[src/rtl/ircrsa_consts.vh]
// Constants for the clock and control register slave access block
`ifndef IRCRSA_CONSTS_VH
`define IRCRSA_CONSTS_VH
// Seven-bit slave addresses of the two register spaces
`define IRCRSA_SADDR_RTC   7'h68
`define IRCRSA_SADDR_CTRL  7'h18
// Clock register space
`define IRCRSA_RTC_LAST    8'h0F
// Control register space
`define IRCRSA_MEM_CTRL    8'h00
`define IRCRSA_SN_FIRST    8'h01
`define IRCRSA_SN_LAST     8'h08
`define IRCRSA_ID_FIRST    8'h09
`define IRCRSA_CTRL_LAST   8'h0C
`define IRCRSA_CMD_ENTRY   8'hAA
// Memory control fields and reset values
`define IRCRSA_MC_LOCK_BIT 6
`define IRCRSA_MC_SAVE_BIT 1
`define IRCRSA_MC_RESET    8'h00
`define IRCRSA_SN_RESET    8'h00
// Bit slot counts of one byte on the link
`define IRCRSA_ACK_SLOT    4'h8
`define IRCRSA_END_SLOT    4'h9
`endif

[src/rtl/ircrsa_slave.v]
// Serial link slave for the clock register space and the control register space
`default_nettype none
`include "ircrsa_consts.vh"

// Functional notes
// - Clock register writes advance the counter per byte, wrapping to zero.
// - A register is written only after all eight data bits, then acknowledged.
// - Out-of-range clock write address is NACKed; counter left unchanged.
// - Current clock read starts after the last access and wraps to zero.
// - Random read loads the counter with the written address.
// - Out-of-range clock random read address is NACKed; counter unchanged.
// - Data to a non-writable control location is NACKed; write ends, no increment.
// - After a command write the next control read starts at zero.
// - Out-of-range control write address is NACKed after the address byte.
// - With lock set only command and memory control accept data.
// - Control reads wrap to zero after the last readable byte, skipping command.
// - Out-of-range control random read address is NACKed.
// - Eight serial bytes at one to eight, reset to zero, no checksum.
// - Serial bytes are copied to nonvolatile image on each save.
// - Unlocked serial bytes rewrite freely; locked ones NACK the data.
// - Without a save, lock and serial bytes come up zero.
// - Serial bytes read back their current values in any lock state.
// - Unknown command codes are acknowledged; address rolls over to zero.
// - While a command runs, every slave address selection is NACKed.
module ircrsa_slave #(
    parameter [31:0] DEVICE_ID = 32'h0A5C3E10  // Arbitrary neutral value
) (
    // Clock and reset
    input  wire        clk,
    input  wire        rst_b,
    // Nonvolatile image clear, a fresh part
    input  wire        nv_rst_b,
    // Serial link pins
    input  wire        scl_i,
    input  wire        sda_i,
    output wire        sda_o,
    output wire        sda_oe,
    // Clock register file outside this block
    output wire [3:0]  rtc_raddr,
    input  wire [7:0]  rtc_rdata,
    output wire        rtc_we,
    output wire [3:0]  rtc_waddr,
    output wire [7:0]  rtc_wdata,
    // Command executor
    output wire        cmd_strobe,
    output wire [7:0]  cmd_code,
    input  wire        cmd_busy,
    // Save requests and state
    input  wire        store_req,
    input  wire        power_fail,
    output wire [7:0]  mem_control,
    output wire        serial_lock_flag
);
    localparam ST_IDLE = 3'h0;
    localparam ST_DEV  = 3'h1;
    localparam ST_ADDR = 3'h2;
    localparam ST_WR   = 3'h3;
    localparam ST_RD   = 3'h4;
    localparam ST_SKIP = 3'h5;

    reg  [1:0] rst_sync_ff;
    wire       rst_n;
    reg        scl_s1_ff, scl_s2_ff, scl_d_ff;
    reg        sda_s1_ff, sda_s2_ff, sda_d_ff;
    reg        pf_s1_ff, pf_s2_ff, pf_d_ff;
    reg  [2:0] state_ff;
    reg  [3:0] bit_ff;
    reg  [7:0] rx_ff;
    reg  [7:0] tx_ff;
    reg        oe_ff;
    reg        space_ff;                    // 1 for control space
    reg        mnack_ff;
    reg  [3:0] rtc_cnt_ff;
    reg  [7:0] ctl_cnt_ff;
    reg        rtc_we_ff;
    reg  [3:0] rtc_waddr_ff;
    reg  [7:0] rtc_wdata_ff;
    reg        cmd_strobe_ff;
    reg  [7:0] cmd_code_ff;
    reg  [7:0] mc_ff;
    reg  [7:0] nv_mc_ff;
    reg        recall_ff;
    reg  [7:0] sn_ff [1:8];
    reg  [7:0] ctl_rdata;
    wire       start_ev, stop_ev, rise_ev, fall_ev;
    wire       byte_done, ack_end;
    wire       lock;
    wire       save_now;
    wire [7:0] ctl_eff;
    wire [7:0] ctl_next;
    wire       ctl_wr, wr_mc, wr_sn, wr_cmd;
    wire       ctl_addr_ok;
    genvar     gi;

    // Reset release through two flops
    always @(posedge clk or negedge rst_b) begin
        if (!rst_b) begin
            rst_sync_ff <= 2'h0;
        end else begin
            rst_sync_ff <= {rst_sync_ff[0], 1'b1};
        end
    end
    assign rst_n = rst_sync_ff[1];

    // Pin synchronisers; the third stage only serves edge detection
    always @(posedge clk or negedge rst_n) begin
        if (!rst_n) begin
            {scl_s1_ff, scl_s2_ff, scl_d_ff} <= 3'h7;
            {sda_s1_ff, sda_s2_ff, sda_d_ff} <= 3'h7;
            {pf_s1_ff, pf_s2_ff, pf_d_ff}    <= 3'h0;
        end else begin
            {scl_s1_ff, scl_s2_ff, scl_d_ff} <= {scl_i, scl_s1_ff, scl_s2_ff};
            {sda_s1_ff, sda_s2_ff, sda_d_ff} <= {sda_i, sda_s1_ff, sda_s2_ff};
            {pf_s1_ff, pf_s2_ff, pf_d_ff}    <= {power_fail, pf_s1_ff, pf_s2_ff};
        end
    end

    // Bus conditions seen on the sampled pins
    assign start_ev  = scl_s2_ff & scl_d_ff & sda_d_ff & ~sda_s2_ff;
    assign stop_ev   = scl_s2_ff & scl_d_ff & ~sda_d_ff & sda_s2_ff;
    assign rise_ev   = scl_s2_ff & ~scl_d_ff;
    assign fall_ev   = ~scl_s2_ff & scl_d_ff;
    assign byte_done = fall_ev && (bit_ff == `IRCRSA_ACK_SLOT);
    assign ack_end   = fall_ev && (bit_ff == `IRCRSA_END_SLOT);

    // Control space decode
    assign lock        = mc_ff[`IRCRSA_MC_LOCK_BIT];
    assign ctl_addr_ok = (rx_ff <= `IRCRSA_CTRL_LAST) || (rx_ff == `IRCRSA_CMD_ENTRY);
    assign ctl_wr = byte_done && (state_ff == ST_WR) && space_ff;
    assign wr_mc  = ctl_wr && (ctl_cnt_ff == `IRCRSA_MEM_CTRL);
    assign wr_cmd = ctl_wr && (ctl_cnt_ff == `IRCRSA_CMD_ENTRY);
    assign wr_sn  = ctl_wr && !lock && (ctl_cnt_ff >= `IRCRSA_SN_FIRST)
                    && (ctl_cnt_ff <= `IRCRSA_SN_LAST);

    // Reads past the last readable byte, command entry included, restart at zero
    assign ctl_eff  = (ctl_cnt_ff > `IRCRSA_CTRL_LAST) ? `IRCRSA_MEM_CTRL : ctl_cnt_ff;
    assign ctl_next = (ctl_eff == `IRCRSA_CTRL_LAST) ? `IRCRSA_MEM_CTRL : ctl_eff + 8'h01;

    // Control read data; serial bytes show live values in any lock state
    always @* begin
        case (ctl_eff)
            8'h00:   ctl_rdata = mc_ff;
            8'h09:   ctl_rdata = DEVICE_ID[31:24];
            8'h0A:   ctl_rdata = DEVICE_ID[23:16];
            8'h0B:   ctl_rdata = DEVICE_ID[15:8];
            8'h0C:   ctl_rdata = DEVICE_ID[7:0];
            default: ctl_rdata = sn_ff[ctl_eff[3:0]];
        endcase
    end

    // Save on request, or at power loss when automatic saving is on
    assign save_now = store_req | (pf_s2_ff & ~pf_d_ff & mc_ff[`IRCRSA_MC_SAVE_BIT]);

    // Serial bytes and their nonvolatile image, one per entry
    generate
        for (gi = 1; gi <= 8; gi = gi + 1) begin : g_sn
            reg [7:0] nv_ff;
            always @(posedge clk or negedge nv_rst_b) begin
                if (!nv_rst_b) begin
                    nv_ff <= `IRCRSA_SN_RESET;
                end else if (save_now) begin
                    nv_ff <= sn_ff[gi];
                end
            end
            always @(posedge clk or negedge rst_n) begin
                if (!rst_n) begin
                    sn_ff[gi] <= `IRCRSA_SN_RESET;
                end else if (recall_ff) begin
                    sn_ff[gi] <= nv_ff;
                end else if (wr_sn && (ctl_cnt_ff[3:0] == gi)) begin
                    sn_ff[gi] <= rx_ff;
                end
            end
        end
    endgenerate

    // Memory control image survives only through a save
    always @(posedge clk or negedge nv_rst_b) begin
        if (!nv_rst_b) begin
            nv_mc_ff <= `IRCRSA_MC_RESET;
        end else if (save_now) begin
            nv_mc_ff <= mc_ff;
        end
    end

    // Live memory control, recalled once after reset release
    always @(posedge clk or negedge rst_n) begin
        if (!rst_n) begin
            mc_ff     <= `IRCRSA_MC_RESET;
            recall_ff <= 1'b1;
        end else begin
            recall_ff <= 1'b0;
            if (recall_ff) begin
                mc_ff <= nv_mc_ff;
            end else if (wr_mc) begin
                mc_ff <= rx_ff;
            end
        end
    end

    // Link protocol engine and the two address counters
    always @(posedge clk or negedge rst_n) begin
        if (!rst_n) begin
            state_ff      <= ST_IDLE;
            bit_ff        <= 4'h0;
            rx_ff         <= 8'h00;
            tx_ff         <= 8'h00;
            oe_ff         <= 1'b0;
            space_ff      <= 1'b0;
            mnack_ff      <= 1'b0;
            rtc_cnt_ff    <= 4'h0;
            ctl_cnt_ff    <= 8'h00;
            rtc_we_ff     <= 1'b0;
            rtc_waddr_ff  <= 4'h0;
            rtc_wdata_ff  <= 8'h00;
            cmd_strobe_ff <= 1'b0;
            cmd_code_ff   <= 8'h00;
        end else begin
            rtc_we_ff     <= 1'b0;
            cmd_strobe_ff <= 1'b0;
            if (start_ev) begin
                // Repeated START abandons a partial byte unwritten
                state_ff <= ST_DEV;
                bit_ff   <= 4'h0;
                oe_ff    <= 1'b0;
            end else if (stop_ev) begin
                state_ff <= ST_IDLE;
                oe_ff    <= 1'b0;
            end else if (rise_ev && state_ff != ST_IDLE && state_ff != ST_SKIP) begin
                if (bit_ff < `IRCRSA_ACK_SLOT) begin
                    rx_ff  <= {rx_ff[6:0], sda_s2_ff};
                    bit_ff <= bit_ff + 4'h1;
                end else if (bit_ff == `IRCRSA_ACK_SLOT) begin
                    mnack_ff <= sda_s2_ff;
                    bit_ff   <= `IRCRSA_END_SLOT;
                end
            end else if (fall_ev && state_ff == ST_RD && bit_ff != 4'h0 && bit_ff < `IRCRSA_ACK_SLOT) begin
                tx_ff <= {tx_ff[6:0], 1'b0};
                oe_ff <= ~tx_ff[6];
            end else if (byte_done) begin
                oe_ff <= 1'b0;
                case (state_ff)
                    ST_DEV: begin
                        if ((rx_ff[7:1] == `IRCRSA_SADDR_RTC || rx_ff[7:1] == `IRCRSA_SADDR_CTRL)
                            && !cmd_busy) begin
                            oe_ff    <= 1'b1;
                            space_ff <= (rx_ff[7:1] == `IRCRSA_SADDR_CTRL);
                            state_ff <= rx_ff[0] ? ST_RD : ST_ADDR;
                        end else begin
                            state_ff <= ST_SKIP;
                        end
                    end
                    ST_ADDR: begin
                        // Each space loads only its own counter
                        if (!space_ff && rx_ff <= `IRCRSA_RTC_LAST) begin
                            oe_ff      <= 1'b1;
                            rtc_cnt_ff <= rx_ff[3:0];
                            state_ff   <= ST_WR;
                        end else if (space_ff && ctl_addr_ok) begin
                            oe_ff      <= 1'b1;
                            ctl_cnt_ff <= rx_ff;
                            state_ff   <= ST_WR;
                        end else begin
                            state_ff <= ST_SKIP;
                        end
                    end
                    ST_WR: begin
                        if (!space_ff) begin
                            oe_ff        <= 1'b1;
                            rtc_we_ff    <= 1'b1;
                            rtc_waddr_ff <= rtc_cnt_ff;
                            rtc_wdata_ff <= rx_ff;
                            rtc_cnt_ff   <= rtc_cnt_ff + 4'h1;
                        end else if (wr_cmd) begin
                            // Any code is taken; unknown ones do nothing outside
                            oe_ff         <= 1'b1;
                            cmd_strobe_ff <= 1'b1;
                            cmd_code_ff   <= rx_ff;
                            ctl_cnt_ff    <= `IRCRSA_MEM_CTRL;
                        end else if (wr_mc || wr_sn) begin
                            oe_ff      <= 1'b1;
                            ctl_cnt_ff <= ctl_cnt_ff + 8'h01;
                        end else begin
                            state_ff <= ST_SKIP;
                        end
                    end
                    default: begin
                        oe_ff <= 1'b0;
                    end
                endcase
            end else if (ack_end) begin
                bit_ff <= 4'h0;
                oe_ff  <= 1'b0;
                if (state_ff == ST_RD && mnack_ff && !oe_ff) begin
                    state_ff <= ST_SKIP;
                end else if (state_ff == ST_RD) begin
                    // Counter points past the byte handed out
                    if (space_ff) begin
                        tx_ff      <= ctl_rdata;
                        oe_ff      <= ~ctl_rdata[7];
                        ctl_cnt_ff <= ctl_next;
                    end else begin
                        tx_ff      <= rtc_rdata;
                        oe_ff      <= ~rtc_rdata[7];
                        rtc_cnt_ff <= rtc_cnt_ff + 4'h1;
                    end
                end
            end
        end
    end

    // Open-drain drive: the pin is only ever pulled low
    assign sda_o            = 1'b0;
    assign sda_oe           = oe_ff;
    assign rtc_raddr        = rtc_cnt_ff;
    assign rtc_we           = rtc_we_ff;
    assign rtc_waddr        = rtc_waddr_ff;
    assign rtc_wdata        = rtc_wdata_ff;
    assign cmd_strobe       = cmd_strobe_ff;
    assign cmd_code         = cmd_code_ff;
    assign mem_control      = mc_ff;
    assign serial_lock_flag = mc_ff[`IRCRSA_MC_LOCK_BIT];
endmodule
`default_nettype wire

[config.mk]
export PLATFORM = sky130hd
export DESIGN_NAME = ircrsa_slave
export DESIGN_NICKNAME = d
export VERILOG_FILES = /design/src/rtl/ircrsa_slave.v
export VERILOG_INCLUDE_DIRS = /design/src /design/src/rtl
export SDC_FILE = /design/constraint.sdc
export NUM_CORES = 1
export LEC_CHECK = 0
export BUFFER_PORTS_ARGS = -buffer_cell sky130_fd_sc_hd__buf_2
export CAP_MARGIN = 20
export CORE_MARGIN = 3
export CORE_UTILIZATION = 62
export DETAILED_ROUTE_END_ITERATION = 12
export PLACE_DENSITY = 0.88
export SETUP_SLACK_MARGIN = 0.2
export SYNTH_ARGS = -nofsm -noshare
export SYNTH_HDL_FRONTEND = slang
export SYNTH_SLANG_ARGS = --single-unit
[constraint.sdc]
create_clock -name clk -period 5.6 [get_ports clk]
set_input_delay 0.56 -clock clk [delete_from_list [all_inputs] [get_ports clk]]
set_output_delay 0.56 -clock clk [all_outputs]
set_load 0.05 [all_outputs]
== Word level (Yosys, flattened, before mapping) ==
Index checks and enable logic that the tools add are counted.

* Bits in registers: 215
* Latch bits: 0
* RAM bits: 0
* Memory bits (read-only): 0
* Input bits: 16
* Output and inout port bits: 37
* Logic and storage cells: 290
* Memories: 0

* $add $sub $neg: 4
* Multiply operators: 0
* Divide/modulo/power cells: 0
* $lt $le $gt $ge: 7
* Eq/ne operators: 42
* Shift-type cells: 0
* Muxes and demuxes: 102
* Bitwise gates (word level): 25
* Reduce and logical (&&, ||, !) cells: 67

{| class="wikitable"
|+ Operators by type and width
! operator !! count
|-
| 8-bit 2-to-1 mux || 32
|-
| 4-bit 2-to-1 mux || 14
|-
| 3-bit 2-to-1 mux || 14
|-
| 7-bit 2-to-1 mux || 6
|-
| 8-bit one-hot mux with 5 select lines || 1
|-
| 8-bit binary-select mux with 4-bit select || 1
|-
| 8-bit by 4-bit equality test with 1-bit output (second input constant) || 4
|-
| 1-bit 2-to-1 mux || 30
|-
| 2-bit nonzero test || 14
|-
| 1-bit logical AND || 27
|-
| 8-bit by 4-bit less-or-equal comparator with 1-bit output (second input constant) || 3
|-
| 3-bit != test (second input constant) || 7
|-
| 7-bit AND reduction || 3
|-
| 8-bit by 1-bit adder with 8-bit output (second input constant) || 2
|-
| 4-bit by 3-bit equality test with 1-bit output (second input constant) || 4
|-
| 8-bit equality test (second input constant) || 2
|-
| 8-bit logical NOT || 2
|-
| 8-bit one-hot mux with 2 select lines || 1
|-
| 8-bit AND reduction || 2
|-
| 5-bit != test (second input constant) || 3
|-
| 1-bit NOT || 14
|-
| 13-bit AND reduction || 1
|-
| 4-bit equality test (second input constant) || 3
|-
| 4-bit nonzero test || 3
|-
| other kinds (33) || 54
|}

== Logic depth before layout (Yosys ltp) ==
* Depth after elaboration: 18
* Gate-level depth with buffers: 11
* Depth with buffers taken out: 8

== Least setup slack after synthesis ==
Ideal clock, no wire load.

* Kind: flip-flop to flip-flop
* Start: register ctl_cnt_ff[0]
* End: register tx_ff[1]
* Setup time: 0.133 ns
* Arrival: 2.540 ns
* Required time: 5.467 ns
* Setup slack: 2.927 ns
* Cell stages (with the launch flop): 12
* Path buffers: 3
* Clock period less this slack: 2.673 ns
* Path through: dfrtp_1 > buf_2 > buf_2 > inv_1 > ha_1 > clkbuf_1 > nand3b_1 > o311ai_1 > a32o_1 > o311a_1 > a21oi_1 > o31ai_1

* Word-level cells in the longest chain between the ends: 13

{| class="wikitable"
|+ Ends and longest elaborated chain
! item !! RTL line !! RTL
|-
| from (decl) || ircrsa_slave.v:74 || <nowiki>reg [7:0] ctl_cnt_ff;</nowiki>
|-
| from (signal assigned) || ircrsa_slave.v:261 || <nowiki>ctl_cnt_ff <= rx_ff;</nowiki>
|-
| from (signal assigned) || ircrsa_slave.v:279 || <nowiki>ctl_cnt_ff <= `IRCRSA_MEM_CTRL;</nowiki>
|-
| from (signal assigned) || ircrsa_slave.v:282 || <nowiki>ctl_cnt_ff <= ctl_cnt_ff + 8'h01;</nowiki>
|-
| 8-bit by 4-bit greater-than comparator with 1-bit output (no line) || n/a ||
|-
| 8-bit 2-to-1 mux * || ircrsa_slave.v:136 || <nowiki>assign ctl_eff = (ctl_cnt_ff > `IRCRSA_CTRL_LAST) ? `IRCRSA_MEM_CTRL : ctl_cnt_ff;</nowiki>
|-
| 4-bit NOT with 5-bit output (implied by the code) || ircrsa_slave.v:147 || <nowiki>default: ctl_rdata = sn_ff[ctl_eff[3:0]];</nowiki>
|-
| 8-bit binary-select mux with 4-bit select || ircrsa_slave.v:147 ||
|-
| 8-bit 2-to-1 mux (implied by the code) (2 in series) || ircrsa_slave.v:147 ||
|-
| 8-bit one-hot mux with 5 select lines * || ircrsa_slave.v:141 || <nowiki>case (ctl_eff)</nowiki>
|-
| 7-bit 2-to-1 mux * || ircrsa_slave.v:298 || <nowiki>if (space_ff) begin</nowiki>
|-
| 7-bit 2-to-1 mux * || ircrsa_slave.v:296 || <nowiki>end else if (state_ff == ST_RD) begin</nowiki>
|-
| 7-bit 2-to-1 mux * || ircrsa_slave.v:294 || <nowiki>if (state_ff == ST_RD && mnack_ff && !oe_ff) begin</nowiki>
|-
| 7-bit 2-to-1 mux * || ircrsa_slave.v:291 || <nowiki>end else if (ack_end) begin</nowiki>
|-
| 7-bit 2-to-1 mux * || ircrsa_slave.v:240 || <nowiki>end else if (byte_done) begin</nowiki>
|-
| 7-bit 2-to-1 mux * || ircrsa_slave.v:237 || <nowiki>end else if (fall_ev && state_ff == ST_RD && bit_ff != 4'h0 && bit_ff < `IRCRSA_ACK_SLOT) begin</nowiki>
|-
| to (signal assigned) || ircrsa_slave.v:238 || <nowiki>tx_ff <= {tx_ff[6:0], 1'b0};</nowiki>
|-
| to (signal assigned) || ircrsa_slave.v:299 || <nowiki>tx_ff <= ctl_rdata;</nowiki>
|-
| to (signal assigned) || ircrsa_slave.v:303 || <nowiki>tx_ff <= rtc_rdata;</nowiki>
|-
| to (decl) || ircrsa_slave.v:69 || <nowiki>reg [7:0] tx_ff;</nowiki>
|}

Every way passes the cells marked *; elsewhere a longest branch is shown, timed or not. The select of a mux whose other input is x is not followed.
A chain may end at the register's enable or synchronous reset.

== Worst setup path after layout ==
* Start: register ctl_cnt_ff[1]
* End: register sn_ff[19] in the netlist's numbering

* Word-level cells in the longest chain between the ends: 5

{| class="wikitable"
|+ Ends and longest elaborated chain
! item !! RTL line !! RTL
|-
| 8-bit by 1-bit >= comparator with 1-bit output (no line) || n/a ||
|-
| 1-bit logical AND (2 in series) || ircrsa_slave.v:132 || <nowiki>assign wr_sn = ctl_wr && !lock && (ctl_cnt_ff >= `IRCRSA_SN_FIRST)</nowiki>
|-
| 1-bit logical AND * || ircrsa_slave.v:170 || <nowiki>end else if (wr_sn && (ctl_cnt_ff[3:0] == gi)) begin</nowiki>
|-
| 2-bit nonzero test (no line) * || n/a ||
|-
| to (signal, indexed assignment) || ircrsa_slave.v:167 || <nowiki>sn_ff[gi] <= `IRCRSA_SN_RESET;</nowiki>
|-
| to (signal, indexed assignment) || ircrsa_slave.v:169 || <nowiki>sn_ff[gi] <= nv_ff;</nowiki>
|-
| to (signal, indexed assignment) || ircrsa_slave.v:171 || <nowiki>sn_ff[gi] <= rx_ff;</nowiki>
|-
| to (decl) || ircrsa_slave.v:83 || <nowiki>reg [7:0] sn_ff [1:8];</nowiki>
|}

Every way passes the cells marked *; elsewhere a longest branch is shown, timed or not.

==> results.yml <==
run_status:
  status: "completed"
route:
  firstDrtPassIters: 5
  first_iter_violations: 951
  wirelength_um: 26700
  drt-wirelength-per-cell_um: 22.4
  drc: 0
  via_per_inst: 6.71
  final_antenna_net_count: 0
  vias: 8021
clock_tree:
  clock_path_buffers: 3
  clock_sinks: 215
  cts-buffers-inserted: 21
  cts.clk_slew.worst_paths_ns: 0.06
  cts_tree: "built"
  cts_setup_buffers: 0
  cts_root_buf: "clkbuf_16"
  htreeDepth: 1
  clk_latency_ns: 0.51
timing:
  fin_crit_sh_pct: 71.2
  skew_ns: 0.00854
  finalSetupViolCount: 0
  clock.fmax_mhz: 251
  hold_viol: 0
  relSlewSlack_pct: 30.6
  rsz0062_at_grt: "no"
  finalMaxSlewViolations: 0
  tightest_slew_ns: 1.04
  finalSetupTns_ns: 0
  final_period_minus_worst_setup_slack_ns: 3.98
floorplan:
  pin_count: 53
  initial_core_util_pct: 64.7
  die_x_um: 136
  row_count: 46
  dieArea_um2: 18500
  core_um2: 16200
  die_h_um: 136
critical_path:
  required_ns: 5.97
  cp.arrival_ns: 4.35
  cp-end-kind: "flop"
  rr_startpoint: "ctl_cnt_ff[1]"
  r2r_cells: 8
  reg2reg_slack_ns: 1.62
  path_class: "reg -> reg"
  crit_fanout: 26
  r2r-end: "sn_ff[19]"
  critPathLaunch: "ctl_cnt_ff[1]"
  start_kind: "flop"
global_routing:
  grt_usage_pct: 29.2
  overflow: 0
  antenna_found_initial: 0
  grt_pass1_vias: 7884
  grt_pass1_wl_um: 42600
  grt_max_degree: 145
logic_synthesis:
  synth_cell_types: 79
  synth_cells: 948
  syn_area_per_cell_um2: 11.1
  syn_area_um2: 10500
  synth_ff_type: "dfrtp_1"
  synth_seq_area_share_pct: 51.3
  synth-edff-count: 0
  yosys_warnings: 0
  ys_ff_latch: 215
  async_flop_share_pct: 100
worst_hold_path:
  hold_path_class: "in -> reg"
  hp-start: "scl_i"
  min_delay_worst_endpoint: "scl_s1_ff"
  holdPathStages: 1
placement:
  port-buffer-count: 51
  place.gp.congestion: 0.963
  hpwl_um: 16100
pwr:
  power_density_nw_per_um2: 306
  ir_drop_uv: 223
  leakagePower_nw: 5.71
cells_and_area:
  num_antenna_cells: 0
  layout_commonest_cell: "dfrtp_1"
  area_delta_synth_final_pct: 10.5
  fin_util_pct: 71.5
  drive_above_1_share_pct: 23.5
  final_cell_mix: "dfrtp_1 (207), nand2_1 (112), mux2_2 (105), o21ai_0 (86), mux2i_1 (79)"
  final_nets: 989
flow_run:
  cap_violations: 0
worst max-delay path by stage:
stage / end / cells after the start
after floorplan: bit_ff[0] / 0
after global placement: sn_ff[13] / 8
after detailed placement: sn_ff[50] / 8
after CTS: sn_ff[9] / 8
after global routing: sn_ff[42] / 8
final: sn_ff[19] / 8
cells in the mapped netlist, types with 9 or more instances:
library cell / count / area (um2)
a21oi_1: 21 / 105
a31oi_1: 9 / 56.3
buf_2: 10 / 50.1
clkbuf_1: 48 / 180
dfrtp_1: 208 / 5200
inv_1: 11 / 41.3
mux2_2: 105 / 1180
mux2i_1: 79 / 791
nand2_1: 112 / 420
nand3_1: 14 / 70.1
nor2_1: 34 / 128
nor2b_1: 11 / 68.8
nor3_1: 10 / 50.1
o21ai_0: 86 / 430
o31ai_1: 10 / 75.1
routing by layer:
layer,routed length [um],track usage (%),share of wire [%],up-vias
li1,-,-,-,3487
met1,10900,40.8,41,4029
met2,12500,45.4,47,426
met3,2340,6.00,8.8,79
met4,1010,11.4,3.8,0
met5,0,0,0,-
kinds of logic (layout without fill, tap and decap cells):
family / Yosys count / in the layout / synth area share, %
muxes: 188 / 188 / 19.6
other: 2 / 3 / 0.0715
DFF: 215 / 215 / 51.3
adders and majority gates: 9 / 9 / 1.05
and+or+nand+nor: 247 / 247 / 12.1
buffers and inverters: 80 / 111 / 3.06
AOI/OAI and AO/OA: 203 / 203 / 12.5
xor gates and xnor gates: 4 / 4 / 0.334
where the power goes:
group	switching, W	internal, W	total (W)
combinational	0.000105	0.0000925	0.000198
clock	0.000605	0.000908	0.00151
sequential	0.000253	0.00159	0.00184
layout make-up:
type | instances | area, um2
sequential | 215 | 5400
multi-input combinational | 654 | 4810
fill | 1078 | 4630
clock buffer | 28 | 572
timing repair buffer | 60 | 340
tap | 216 | 270
clock inverter | 10 | 163
inverter | 13 | 48.8
registers in the layout, summed over array words and instances, names as in the netlist, 4 cells and up:
signal       flops
bit_ff           4
cmd_code         8
ctl_cnt_ff       8
g_sn.nv_ff      64
mem_control      8
nv_mc_ff         8
rtc_raddr        4
rtc_waddr        4
rtc_wdata        8
rx_ff            8
sn_ff           64
tx_ff            7
critical path, stage by stage, from the launching register on:
cell and delay [ns]:
dfrtp_1 0.97, clkinv_1 0.53, ha_1 0.48, nor4b_1 0.21, a211o_1 0.35, nor3_4 0.46
nand3_2 0.38, mux2i_1 0.31, o21ai_0 0.14
through the flow:
stage	worst slack, ns	hold WS [ns]	std cells	instance area [um2]	power [W]
2_1_floorplan	1.33	0.264	949	10500	0.00190
3_3_place_gp	1.97	0.337	1155	10800	0.00204
3_5_place_dp	1.79	0.337	1155	10800	0.00205
4_1_cts	1.72	0.133	1194	11600	0.00355
5_1_grt	1.39	0.141	1196	11600	0.00365
6_report	1.62	0.146	1196	11600	0.00356
timing repair:
action,CTS,global route
resized for setup,0,0
hold endpoints to repair,2,0
hold buffers,1,0
No activity file was read; power rests on OpenSTA's default activity.
